### config.mk
export PLATFORM = sky130hd
export DESIGN_NAME = sadw_decode_wait
export DESIGN_NICKNAME = d
export VERILOG_FILES = /design/src/hw/sadw_wait_counter.v /design/src/hw/sadw_decode_wait.v
export VERILOG_INCLUDE_DIRS = /design/src /design/src/hw
export SDC_FILE = /design/constraint.sdc
export NUM_CORES = 1
export LEC_CHECK = 0
export ABC_AREA = 1
export BUFFER_PORTS_ARGS = -buffer_cell sky130_fd_sc_hd__buf_2
export CORE_ASPECT_RATIO = 1.4
export CORE_MARGIN = 1
export CORE_UTILIZATION = 50
export CTS_CLUSTER_SIZE = 8
export DETAILED_ROUTE_END_ITERATION = 10
export HOLD_SLACK_MARGIN = 0.1
export PLACE_DENSITY_LB_ADDON = 0.12
export SYNTH_ARGS = -nofsm -noshare
export SYNTH_HDL_FRONTEND = slang
export SYNTH_SLANG_ARGS = --single-unit
### constraint.sdc
create_clock -name clk -period 3 [get_ports clk]
set_input_delay 0.15 -clock clk [delete_from_list [all_inputs] [get_ports clk]]
set_output_delay 0.15 -clock clk [all_outputs]
set_load 0.005 [all_outputs]
### src/hw/sadw_consts.vh
`ifndef SADW_CONSTS_VH
`define SADW_CONSTS_VH

// ****************************************
// Clock and timing
// ****************************************
`define SADW_CLK_NS 100
`define SADW_TSTATE_NS 125
`define SADW_MEM_CYCLE_NS 500
`define SADW_TSTATES_PER_ACCESS 4
`define SADW_WAIT_BYTE_MEM 4
`define SADW_WAIT_WORD_MEM 12
`define SADW_WAIT_BYTE_IO 6
`define SADW_SYS_CLK_KHZ 8000
`define SADW_PERIPH_CLK_KHZ 4000

// ****************************************
// Memory map, 20-bit addresses
// ****************************************
`define SADW_RAM_TOP 20'h9_FFFF
`define SADW_RAM_SMALL_TOP 20'h7_FFFF
`define SADW_EXT_RAM_BASE 20'h8_0000
`define SADW_EXT_BLOCK_KB 32
`define SADW_VIDEO_BASE 20'hA_0000
`define SADW_DISPLAY_BASE 20'hB_0000
`define SADW_VIDEO_TOP 20'hB_FFFF
`define SADW_EXPROM_BASE 20'hC_0000
`define SADW_EXPROM_TOP 20'hE_FFFF
`define SADW_FWROM_WINDOW 20'hF_0000
`define SADW_FWROM_BASE 20'hF_C000
`define SADW_FWROM_TOP 20'hF_FFFF
`define SADW_FWROM_KB 16

// ****************************************
// I/O map, 10-bit decode
// ****************************************
`define SADW_IO_MASK 10'h3FF
`define SADW_DMA_LO 10'h000
`define SADW_DMA_HI 10'h00F
`define SADW_INTC_LO 10'h020
`define SADW_INTC_HI 10'h021
`define SADW_TMR_LO 10'h040
`define SADW_TMR_HI 10'h042
`define SADW_TMR_MODE 10'h043

`endif

### src/hw/sadw_wait_counter.v
`timescale 1ns/1ps
`default_nettype none

// Counts down a loaded number of clock cycles, one per clock.
module sadw_wait_counter #(
   parameter WIDTH = 8
) (
   input wire clk, // System clock.
   input wire sys_rst, // Asynchronous reset, active high.
   input wire load, // Load pulse.
   input wire [WIDTH-1:0] loadValue, // Cycles to count.
   output reg busy, // High while counting.
   output wire done // One-cycle pulse at the last count.
);

   reg [WIDTH-1:0] count;

   assign done = busy && (count == {{(WIDTH-1){1'b0}}, 1'b1});

   always @(posedge clk or posedge sys_rst) begin
      if (sys_rst) begin
         count <= {WIDTH{1'b0}};
         busy <= 1'b0;
      end else if (load) begin
         count <= loadValue;
         busy <= (loadValue != {WIDTH{1'b0}});
      end else if (busy) begin
         count <= count - {{(WIDTH-1){1'b0}}, 1'b1};
         if (done) begin
            busy <= 1'b0;
         end
      end
   end

endmodule // sadw_wait_counter

`default_nettype wire

### src/hw/sadw_decode_wait.v
`timescale 1ns/1ps
`default_nettype none
`include "sadw_consts.vh"

module sadw_decode_wait #(
   parameter REDUCED_RAM = 0,
   parameter EXT_RAM_BLOCKS = 0,
   parameter CLK_NS = `SADW_CLK_NS
) (
   input wire clk, // System clock, 10 MHz.
   input wire sys_rst, // Asynchronous reset, active high.
   input wire cycleStart, // One-cycle pulse: processor starts a bus cycle.
   input wire [19:0] cpuAddr, // Processor address.
   input wire isIo, // High for an I/O cycle.
   input wire isWrite, // High for a write cycle.
   input wire isWord, // High for a 16-bit transfer.
   input wire coprocBusy, // Coprocessor busy, active high.
   output wire cpuTest_n, // Processor test input, active low.
   output reg cpuReady, // One-cycle pulse: processor cycle complete.
   output reg periphClk, // Peripheral bus clock.
   output reg periphCycle, // High while a peripheral byte cycle runs.
   output reg periphByteHigh, // High during the high byte cycle.
   output reg selRam, // User RAM selected.
   output reg selExtRam, // External RAM range selected.
   output reg selDisplay, // Internal display adapter selected.
   output reg selFwRom, // Firmware ROM selected.
   output reg [13:0] fwRomAddr, // Firmware ROM offset.
   output reg parityEnable, // Parity generate and check enabled.
   output reg selDma, // DMA controller selected.
   output reg selIntc, // Interrupt controller selected.
   output reg selTimer, // Interval timer selected.
   output reg [1:0] timerReg, // Timer counter or mode register.
   output reg timerReadUndef // Read of timer mode register.
);

   // ****************************************
   // Timing counts
   // ****************************************
   localparam integer TSTATE_N = (`SADW_TSTATE_NS + CLK_NS - 1) / CLK_NS;
   localparam integer MEM_N = (`SADW_MEM_CYCLE_NS + CLK_NS - 1) / CLK_NS;
   localparam integer BYTE_MEM_N = MEM_N + `SADW_WAIT_BYTE_MEM * TSTATE_N;
   localparam integer HALF_WORD_N = MEM_N + (`SADW_WAIT_WORD_MEM / 2) * TSTATE_N;
   localparam integer BYTE_IO_N = MEM_N + `SADW_WAIT_BYTE_IO * TSTATE_N;
   localparam integer EXT_TOP_N = `SADW_EXT_RAM_BASE
      + EXT_RAM_BLOCKS * `SADW_EXT_BLOCK_KB * 1024 - 1;
   // The counts are cut to the width of the wait counter and the top to the address width.
   localparam [7:0] MEM_CYC = MEM_N[7:0];
   localparam [7:0] BYTE_MEM_CYC = BYTE_MEM_N[7:0];
   localparam [7:0] HALF_WORD_CYC = HALF_WORD_N[7:0];
   localparam [7:0] BYTE_IO_CYC = BYTE_IO_N[7:0];
   localparam [19:0] EXT_TOP = EXT_TOP_N[19:0];

   localparam ST_IDLE = 2'd0;
   localparam ST_FAST = 2'd1;
   localparam ST_LOW = 2'd2;
   localparam ST_HIGH = 2'd3;

   function inRange;
      input [19:0] a;
      input [19:0] lo;
      input [19:0] hi;
      begin
         inRange = (a >= lo) && (a <= hi);
      end
   endfunction

   reg [1:0] state;
   reg [1:0] next_state;
   reg periphDiv;
   reg isSlow;
   reg wordCycle;
   reg ioCycle;
   reg load;
   reg [7:0] loadValue;
   reg ramHit;
   reg extHit;
   reg [9:0] ioAddr;
   wire waitDone;

   assign cpuTest_n = ~coprocBusy;

   // ****************************************
   // Address decode
   // ****************************************
   always @* begin
      ioAddr = cpuAddr[9:0] & `SADW_IO_MASK;
      if (REDUCED_RAM != 0) begin
         ramHit = inRange(cpuAddr, 20'h0_0000, `SADW_RAM_SMALL_TOP);
         extHit = (EXT_RAM_BLOCKS != 0) && inRange(cpuAddr, `SADW_EXT_RAM_BASE, EXT_TOP);
      end else begin
         ramHit = inRange(cpuAddr, 20'h0_0000, `SADW_RAM_TOP);
         extHit = 1'b0;
      end
      // Only 8-bit targets are slow; expansion ROM space goes out on the peripheral bus.
      isSlow = isIo || extHit || inRange(cpuAddr, `SADW_EXPROM_BASE, `SADW_EXPROM_TOP);
   end

   always @(posedge clk or posedge sys_rst) begin
      if (sys_rst) begin
         selRam <= 1'b0;
         selExtRam <= 1'b0;
         selDisplay <= 1'b0;
         selFwRom <= 1'b0;
         fwRomAddr <= 14'h0000;
         parityEnable <= 1'b0;
         selDma <= 1'b0;
         selIntc <= 1'b0;
         selTimer <= 1'b0;
         timerReg <= 2'b00;
         timerReadUndef <= 1'b0;
      end else if (cycleStart && state == ST_IDLE) begin
         // A start offered while busy is ignored, so the selects keep describing the running cycle.
         selRam <= !isIo && ramHit;
         selExtRam <= !isIo && extHit;
         selDisplay <= !isIo && inRange(cpuAddr, `SADW_DISPLAY_BASE, `SADW_VIDEO_TOP);
         selFwRom <= !isIo && inRange(cpuAddr, `SADW_FWROM_WINDOW, `SADW_FWROM_TOP);
         fwRomAddr <= cpuAddr[13:0];
         parityEnable <= !isIo && ramHit;
         selDma <= isIo && inRange({10'h000, ioAddr}, {10'h000, `SADW_DMA_LO}, {10'h000, `SADW_DMA_HI});
         selIntc <= isIo && inRange({10'h000, ioAddr}, {10'h000, `SADW_INTC_LO}, {10'h000, `SADW_INTC_HI});
         selTimer <= isIo && inRange({10'h000, ioAddr}, {10'h000, `SADW_TMR_LO}, {10'h000, `SADW_TMR_MODE});
         timerReg <= ioAddr[1:0];
         timerReadUndef <= isIo && !isWrite && (ioAddr == `SADW_TMR_MODE);
      end else if (cpuReady) begin
         selRam <= 1'b0;
         selExtRam <= 1'b0;
         selDisplay <= 1'b0;
         selFwRom <= 1'b0;
         parityEnable <= 1'b0;
         selDma <= 1'b0;
         selIntc <= 1'b0;
         selTimer <= 1'b0;
         timerReadUndef <= 1'b0;
      end
   end

   // ****************************************
   // Peripheral clock, 2.5 MHz from two-clock T-states at 10 MHz
   // ****************************************
   always @(posedge clk or posedge sys_rst) begin
      if (sys_rst) begin
         periphDiv <= 1'b0;
         periphClk <= 1'b0;
      end else begin
         // One T-state is two clocks, so the bus clock toggles every T-state.
         periphDiv <= ~periphDiv;
         if (periphDiv) begin
            periphClk <= ~periphClk;
         end
      end
   end

   // ****************************************
   // Cycle sequencer
   // ****************************************
   always @* begin
      next_state = state;
      load = 1'b0;
      loadValue = 8'h00;
      case (state)
         ST_IDLE: begin
            if (cycleStart) begin
               load = 1'b1;
               if (!isSlow) begin
                  loadValue = MEM_CYC;
                  next_state = ST_FAST;
               end else begin
                  loadValue = isIo ? BYTE_IO_CYC : (isWord ? HALF_WORD_CYC : BYTE_MEM_CYC);
                  next_state = ST_LOW;
               end
            end
         end
         ST_FAST: begin
            if (waitDone) begin
               next_state = ST_IDLE;
            end
         end
         ST_LOW: begin
            if (waitDone) begin
               if (wordCycle) begin
                  load = 1'b1;
                  loadValue = ioCycle ? BYTE_IO_CYC : HALF_WORD_CYC;
                  next_state = ST_HIGH;
               end else begin
                  next_state = ST_IDLE;
               end
            end
         end
         ST_HIGH: begin
            if (waitDone) begin
               next_state = ST_IDLE;
            end
         end
         default: begin
            next_state = ST_IDLE;
         end
      endcase
   end

   always @(posedge clk or posedge sys_rst) begin
      if (sys_rst) begin
         state <= ST_IDLE;
         wordCycle <= 1'b0;
         ioCycle <= 1'b0;
         cpuReady <= 1'b0;
         periphCycle <= 1'b0;
         periphByteHigh <= 1'b0;
      end else begin
         state <= next_state;
         if (state == ST_IDLE && cycleStart) begin
            wordCycle <= isWord && isSlow;
            ioCycle <= isIo;
         end
         // Ready only after the last byte cycle, so the processor never sees half a word.
         cpuReady <= waitDone && (state == ST_FAST || state == ST_HIGH
            || (state == ST_LOW && !wordCycle));
         periphCycle <= (next_state == ST_LOW) || (next_state == ST_HIGH);
         periphByteHigh <= (next_state == ST_HIGH);
      end
   end

   sadw_wait_counter #(
      .WIDTH(8)
   ) waitCounter (
      .clk(clk),
      .sys_rst(sys_rst),
      .load(load),
      .loadValue(loadValue),
      .busy(),
      .done(waitDone)
   );

endmodule // sadw_decode_wait

`default_nettype wire

* Word-level counts from Yosys, hierarchy flattened
Cells that the tools add are included.
W data, S select, Z words.
** Operators by class
- Add/sub/neg operators :: 1
- Order comparisons :: 13
- Equal/unequal tests :: 7
- Muxes and demuxes :: 31
- Bitwise gates (word level) :: 3
- Reductions and logical operators :: 31
** Operator list (count)
- $le A20 B20 Y1 const B :: 4
- $ge A20 B20 Y1 const B :: 3
- $mux W5 :: 6
- $ge A20 B1 Y1 const B :: 1
- $logic_and A1 B1 Y1 :: 19
- $mux W8 :: 2
- $mux W1 :: 15
- $eq A10 B7 Y1 const B :: 1
- $ge A10 B6 Y1 const B :: 1
- $ge A10 B7 Y1 const B :: 1
- $le A10 B4 Y1 const B :: 1
- $le A10 B6 Y1 const B :: 1
- $le A10 B7 Y1 const B :: 1
- $mux W2 :: 5
- $pmux W5 S2 :: 1
- $eq A2 B2 Y1 const B :: 4
- $eq A8 B1 Y1 const B :: 1
- $reduce_bool A8 Y1 :: 1
- $sub A8 B1 Y8 const B :: 1
- $pmux W2 S3 :: 1
- $logic_or A1 B1 Y1 :: 4
- $reduce_bool A2 Y1 :: 2
- $logic_not A1 Y1 :: 3
- $not A1 Y1 :: 3
- 4 further kinds :: 4
** Storage, ports and cells
- Flip-flop bits (word level) :: 41
- Output and inout bits :: 30
- Word-level logic and storage cells :: 105

* Logic depth before layout (Yosys ltp)
- Depth after elaboration :: 8
- Depth in mapped cells :: 9

* Hierarchy
From an unflattened synthesis, not the netlist that was laid out.
** Unflattened totals
- Cells, all modules :: 240
- Area, all modules :: 1906.8 um^2
** Modules (own cells, without submodules)
- sadw_decode_wait :: times used 1, cells each 157, area each 1308.8 um^2, seq. area each 700.7 um^2
- sadw_wait_counter :: times used 1, cells each 83, area each 598.1 um^2, seq. area each 225.2 um^2

* Least setup slack after synthesis
No wires, ideal clock.
- Path type :: reg2reg
- Start point :: register waitCounter.count[1]
- End point :: register waitCounter.count[3]
- Arrival time :: 1.123 ns
- Data required time :: 2.883 ns
- Slack :: 1.761 ns
- Stages on the path, launching flop included :: 10
- Buffers on the path :: 0
- Clock period less this slack :: 1.239 ns
- Cell sequence :: dfrtp_1 > inv_1 > ha_1 > nand2_1 > nor2_4 > nand3_4 > nand2_4 > nand2_1 > nand2_1 > nand2_1
** Between the ends
- Cells in the longest elaborated chain, start to end :: 5
- Elaborated cells on any way between the ends :: 10
** RTL lines
- start: declaration :: line sadw_wait_counter.v:16 : reg [WIDTH-1:0] count;
- start signal: assignment :: line sadw_wait_counter.v:22 : count <= {WIDTH{1'b0}};
- start signal: assignment :: line sadw_wait_counter.v:25 : count <= loadValue;
- start signal: assignment :: line sadw_wait_counter.v:28 : count <= count - {{(WIDTH-1){1'b0}}, 1'b1};
- branches (longest 5 deep; another with $sub A8 B1 Y8)
Several ways; the timed one is not identified. The select of a mux whose other input is x is not followed.
A chain may end at the register's enable or synchronous reset.

* Final worst setup path
- Start point :: register state[1]
- End point :: register periphByteHigh
** Between the ends
- Cells in the longest elaborated chain, start to end :: 4
- Elaborated cells on any way between the ends :: 10
** RTL lines
- start: declaration :: line sadw_decode_wait.v:67 : reg [1:0] state;
- start signal: assignment :: line sadw_decode_wait.v:209 : state <= next_state;
- $eq A2 B1 Y1 or $eq A2 B2 Y1 (tied branches) :: line sadw_decode_wait.v:160 : case (state)
- $reduce_or A2 Y1 (no source line)
- $pmux W2 S3 * :: line sadw_decode_wait.v:160
- named net next_state[1] :: line sadw_decode_wait.v:68 : reg [1:0] next_state;
- $eq A2 B2 Y1 * :: line sadw_decode_wait.v:218 : periphByteHigh <= (next_state == ST_HIGH);
- end signal: assignment :: line sadw_decode_wait.v:218
- end: declaration :: line sadw_decode_wait.v:22 : output reg periphByteHigh,
Mark *: on every way through the listed nets, which the timed path passes. The rest lies on a longest branch.

==> summary by stage <==
Synth
The post-synthesis average cell area is 8.51 sq um. The distinct cell type count of the synthesized netlist is 31. The compound-gate portion of the synthesized area is 0.0497.

The Yosys warning count is 0. In the synthesized netlist, the cells that appear most often are nand2_1 (69), dfrtp_1 (38), inv_1 (24), nand3_1 (13), nor2_1 (13). Of the total synthesized cell area, the portion taken by XOR and XNOR cells is 0.0191. The largest area contributor in the netlist is dfrtp_1. Of the total synthesized cell area, the portion taken by full adders, half adders and majority gates is 0.0136. By area, the combinational part of the netlist is dominated by simple AND/OR/NAND/NOR gates. Of all flip-flops after synthesis, the portion carrying an async set or reset was 1.00. The number of nets in the synthesized netlist is approximately 250.

The number of enable flip-flop cells after synthesis is 0. The synthesized netlist occupies a cell area of roughly 1800 sq um. The post-synthesis sequential element count is 38. The share of the Yosys chip area taken by registers is 0.517. The most frequently used cell type in the post-synthesis netlist is nand2_1. Ranked by total cell area, the synthesized netlist is headed by dfrtp_1 (52%), nand2_1 (14%), inv_1 (4.9%). The instance count of the mapped netlist is ~220. In the synthesized netlist the dominant register cell turns out to be dfrtp_1. The post-synthesis share of cell area spent on and, or, nand and nor gates is 0.317. After synthesis, the share of cell area in mux cells is 0. The share of the synthesized area in the top cell type is 0.517.

Timing
The upper clock frequency limit is approximately 670 MHz. In the post-route analysis, the smallest setup slack over all paths is between 1 and 1.5 ns. Across the routed clock network, the largest skew measured is between 0.006 and 0.007 ns. Summed over all failing endpoints, the final setup total negative slack is 0 ns. The number of slew-limit violations in the final report is 0. Setup violations remaining at the end of the flow were counted as 0. Setup repair after global routing left no endpoint under its margin. The period utilization is 0.500. The final-report hold violation count is 0. The worst path in the final design needs a cycle of around 1.5 ns, including I/O delays and setup.

Drt
In the routed design, unresolved DRC markers number 0. Dividing the detail-routed via count by the number of cells gives 4.86. In this run the remaining antenna-violating nets after routing total 0. After detailed routing, the average wire length per cell comes to roughly 12 um. The post-detailed-routing wire length is 3.80 mm. Summing over every cut layer, the via total after detailed routing is 1,551. The DRC violation total after the first TritonRoute iteration is 25. The first detailed-routing pass took 4 iterations.

Cells and area
Of the cells placed in the final design, the portion with a size suffix greater than 1 is 0.283. In the final design database the tool counted a little over 300 nets. Compared with the post-synthesis result, the final layout area differs by 24.6%. The antenna diode count is 0.

Power and ir drop
The power density over cell area is 850 nW/um^2. In this run the static leakage power is ~1.3 nW. The worst ir drop on vdd is between 600 and 700 uV.

Worst setup path
The endpoint class of the critical path is a register. By startpoint and endpoint, the worst setup path is classified as register to register. Traced cell by cell, the critical path runs through nor2_2 > nand2_4 > inv_2 > nand2_1 > nand3b_1 > nand2_1 > inv_1. The cell with the biggest individual delay on the critical path is dfrtp_1. The required time reported for the critical path endpoint is approximately 3.2 ns. On the worst path, the slowest cell contributes a delay of approximately 0.43 ns. The critical path contains buffers and inverters numbering 2 combined. The type of element launching the critical path is a register. The kind of cell with the highest combined delay along the critical path is simple AND/OR/NAND/NOR gates.

The arrival time of data at the critical path endpoint is about 1.7 ns. The cell seen most often among critical-path stages is nand2_1. In this run the worst path has a maximum fanout of 28.

Clock network
After clock tree synthesis, the setup repair step added 0 buffers. The later pin in the worst-skew pair is clocked with a latency of roughly 0.29 ns. After clock tree synthesis, the clock-pin slew on the worst setup and hold paths is around 0.08 ns. The clock sink count is 38.

TritonCTS created 5 clock buffers. The post-cts sizing count is 0. The maximum level of the CTS H-tree is 2. The TritonCTS clock tree is yes. The longest clock path from root to sink contains 2 buffers. The cts-stage hold buffer count is 9.

The cell sitting at the root of the clock tree is a clkbuf_8.

GRT
The number of global-route vias before repair is 1,541. After global routing the overflow that remains totals 0. In the global route stage, overall resource usage came out at 0.229. The first global-routing pass estimated 6.56 mm of wire. Entering global routing, the biggest net connects 39 pins. The initial antenna violation count came to 0.

Die
The die covers ~3900 sq um. The height of the chip is 73.7 um. The total area inside the core boundary comes to between 3000 and 4000 sq um. For this configuration, the core starts out at a cell density of 0.534.

The I/O pin count is 57. The total number of placement rows is 25. The die span in x is about 53 um.

Placement
The worst slack after detailed placement is 1.49 ns. In this run the tool buffered the top-level ports with 53 buffer cells. Once detailed placement completed, the half-perimeter wirelength came to around 2.7 mm.

At the end of routability-driven placement, the weighted congestion stood at 0.794.

Worst hold path
The kind of path behind the tightest hold check is input port to register.

Outcome
The run finished with clean final reports.

Run
Max-cap violations in this run came to 0.
[metal layers]
| layer | GRT usage | routed length [um] | up-vias |
|---|---|---|---|
| met5 | 0 | 0 | - |
| met4 | 0.102 | 74 | 0 |
| met3 | 0.0414 | 135 | 8 |
| met2 | 0.399 | 1990 | 32 |
| met1 | 0.265 | 1600 | 716 |
| li1 | - | - | 795 |
[path summary, 6_finish.rpt]
path                            slack [ns]  depth (start not counted)                start                   endpoint
min in group asynchronous             0.52                          4              sys_rst  fwRomAddr[10]$_DFFE_PP0P_
worst max register to register        1.50                          7   state[1]$_DFF_PP0_   periphByteHigh$_DFF_PP0_
worst min register to register        0.44                          1  periphDiv$_DFF_PP0_        periphDiv$_DFF_PP0_
max in group asynchronous             2.15                          4              sys_rst         selDma$_DFFE_PP0P_
worst max-delay path                  1.50                          7   state[1]$_DFF_PP0_   periphByteHigh$_DFF_PP0_
worst min-delay path                  0.12                          3           cpuAddr[4]   fwRomAddr[4]$_DFFE_PP0P_
[state kept, by name, summed over array words and instances, names as in the netlist]
signal	cells
fwRomAddr	14
waitCounter.count	8
state	2
cpuReady	1
parityEnable	1
periphByteHigh	1
periphClk	1
periphCycle	1
periphDiv	1
selDisplay	1
selDma	1
selFwRom	1
selIntc	1
selTimer	1
timerReadUndef	1
waitCounter.busy	1
wordCycle	1
[final cells by class]
type                            count  area [sq um]
Clock inverter                      2          12.5
Inverter                           25          93.8
Multi-Input combinational cell    145           737
Timing Repair Buffer               63           363
Fill cell                         313          1150
Clock buffer                        6          82.6
Tap cell                           40          50.0
Sequential cell                    38           951
[layout by cell type (no fill, tap or decap), drive strengths merged, types with 2 or more instances in the layout]
cell and instances:
buf 54, o21ai 10, nand3 15, inv 25, nor3 6, ha 2
xor2 2, xnor2 2, clkbuf 6, or2 2, dfrtp 38, nand4 4
nand3b 3, nand2 74, dlygate4sd3 9, a21oi 3, nor2 17
[tightest hold or removal path, cell delays in order]
cell	delay, ns
buf_2	0.08
nor2_2	0.05
nor2_1	0.09
[report_power, final]
group / internal (W) / total [W] / leakage [nW] / switching [W]
clock: 0.000185 / 0.000371 / 0.0472 / 0.000186
combinational: 0.000325 / 0.000722 / 0.745 / 0.000397
sequential: 0.000704 / 0.000854 / 0.472 / 0.000150
total: 0.00121 / 0.00195 / 1.26 / 0.000733
[through the flow]
step / hold WS [ns] / instances / utilization / total power, W / instance area (sq um)
CTS: 0.119 / 319 / 0.665 / 0.00196 / 2290
global placement: 0.283 / 302 / 0.612 / 0.00156 / 2100
global route: 0.125 / 319 / 0.665 / 0.00210 / 2290
floorplan: 0.260 / 216 / - / 0.00137 / 1840
finish: 0.119 / 319 / 0.665 / 0.00195 / 2290
detailed placement: 0.287 / 302 / 0.612 / 0.00158 / 2100
[logic make-up (layout without fill, tap and decap cells)]
kind of cell / Yosys count / after routing
xor+xnor: 4 / 4
simple gates: 122 / 122
flops: 38 / 38
other cells: 1 / 1
fa+ha+maj: 2 / 2
buf+inv: 33 / 96
compound gates: 16 / 16
No activity file was read; power rests on OpenSTA's default activity.
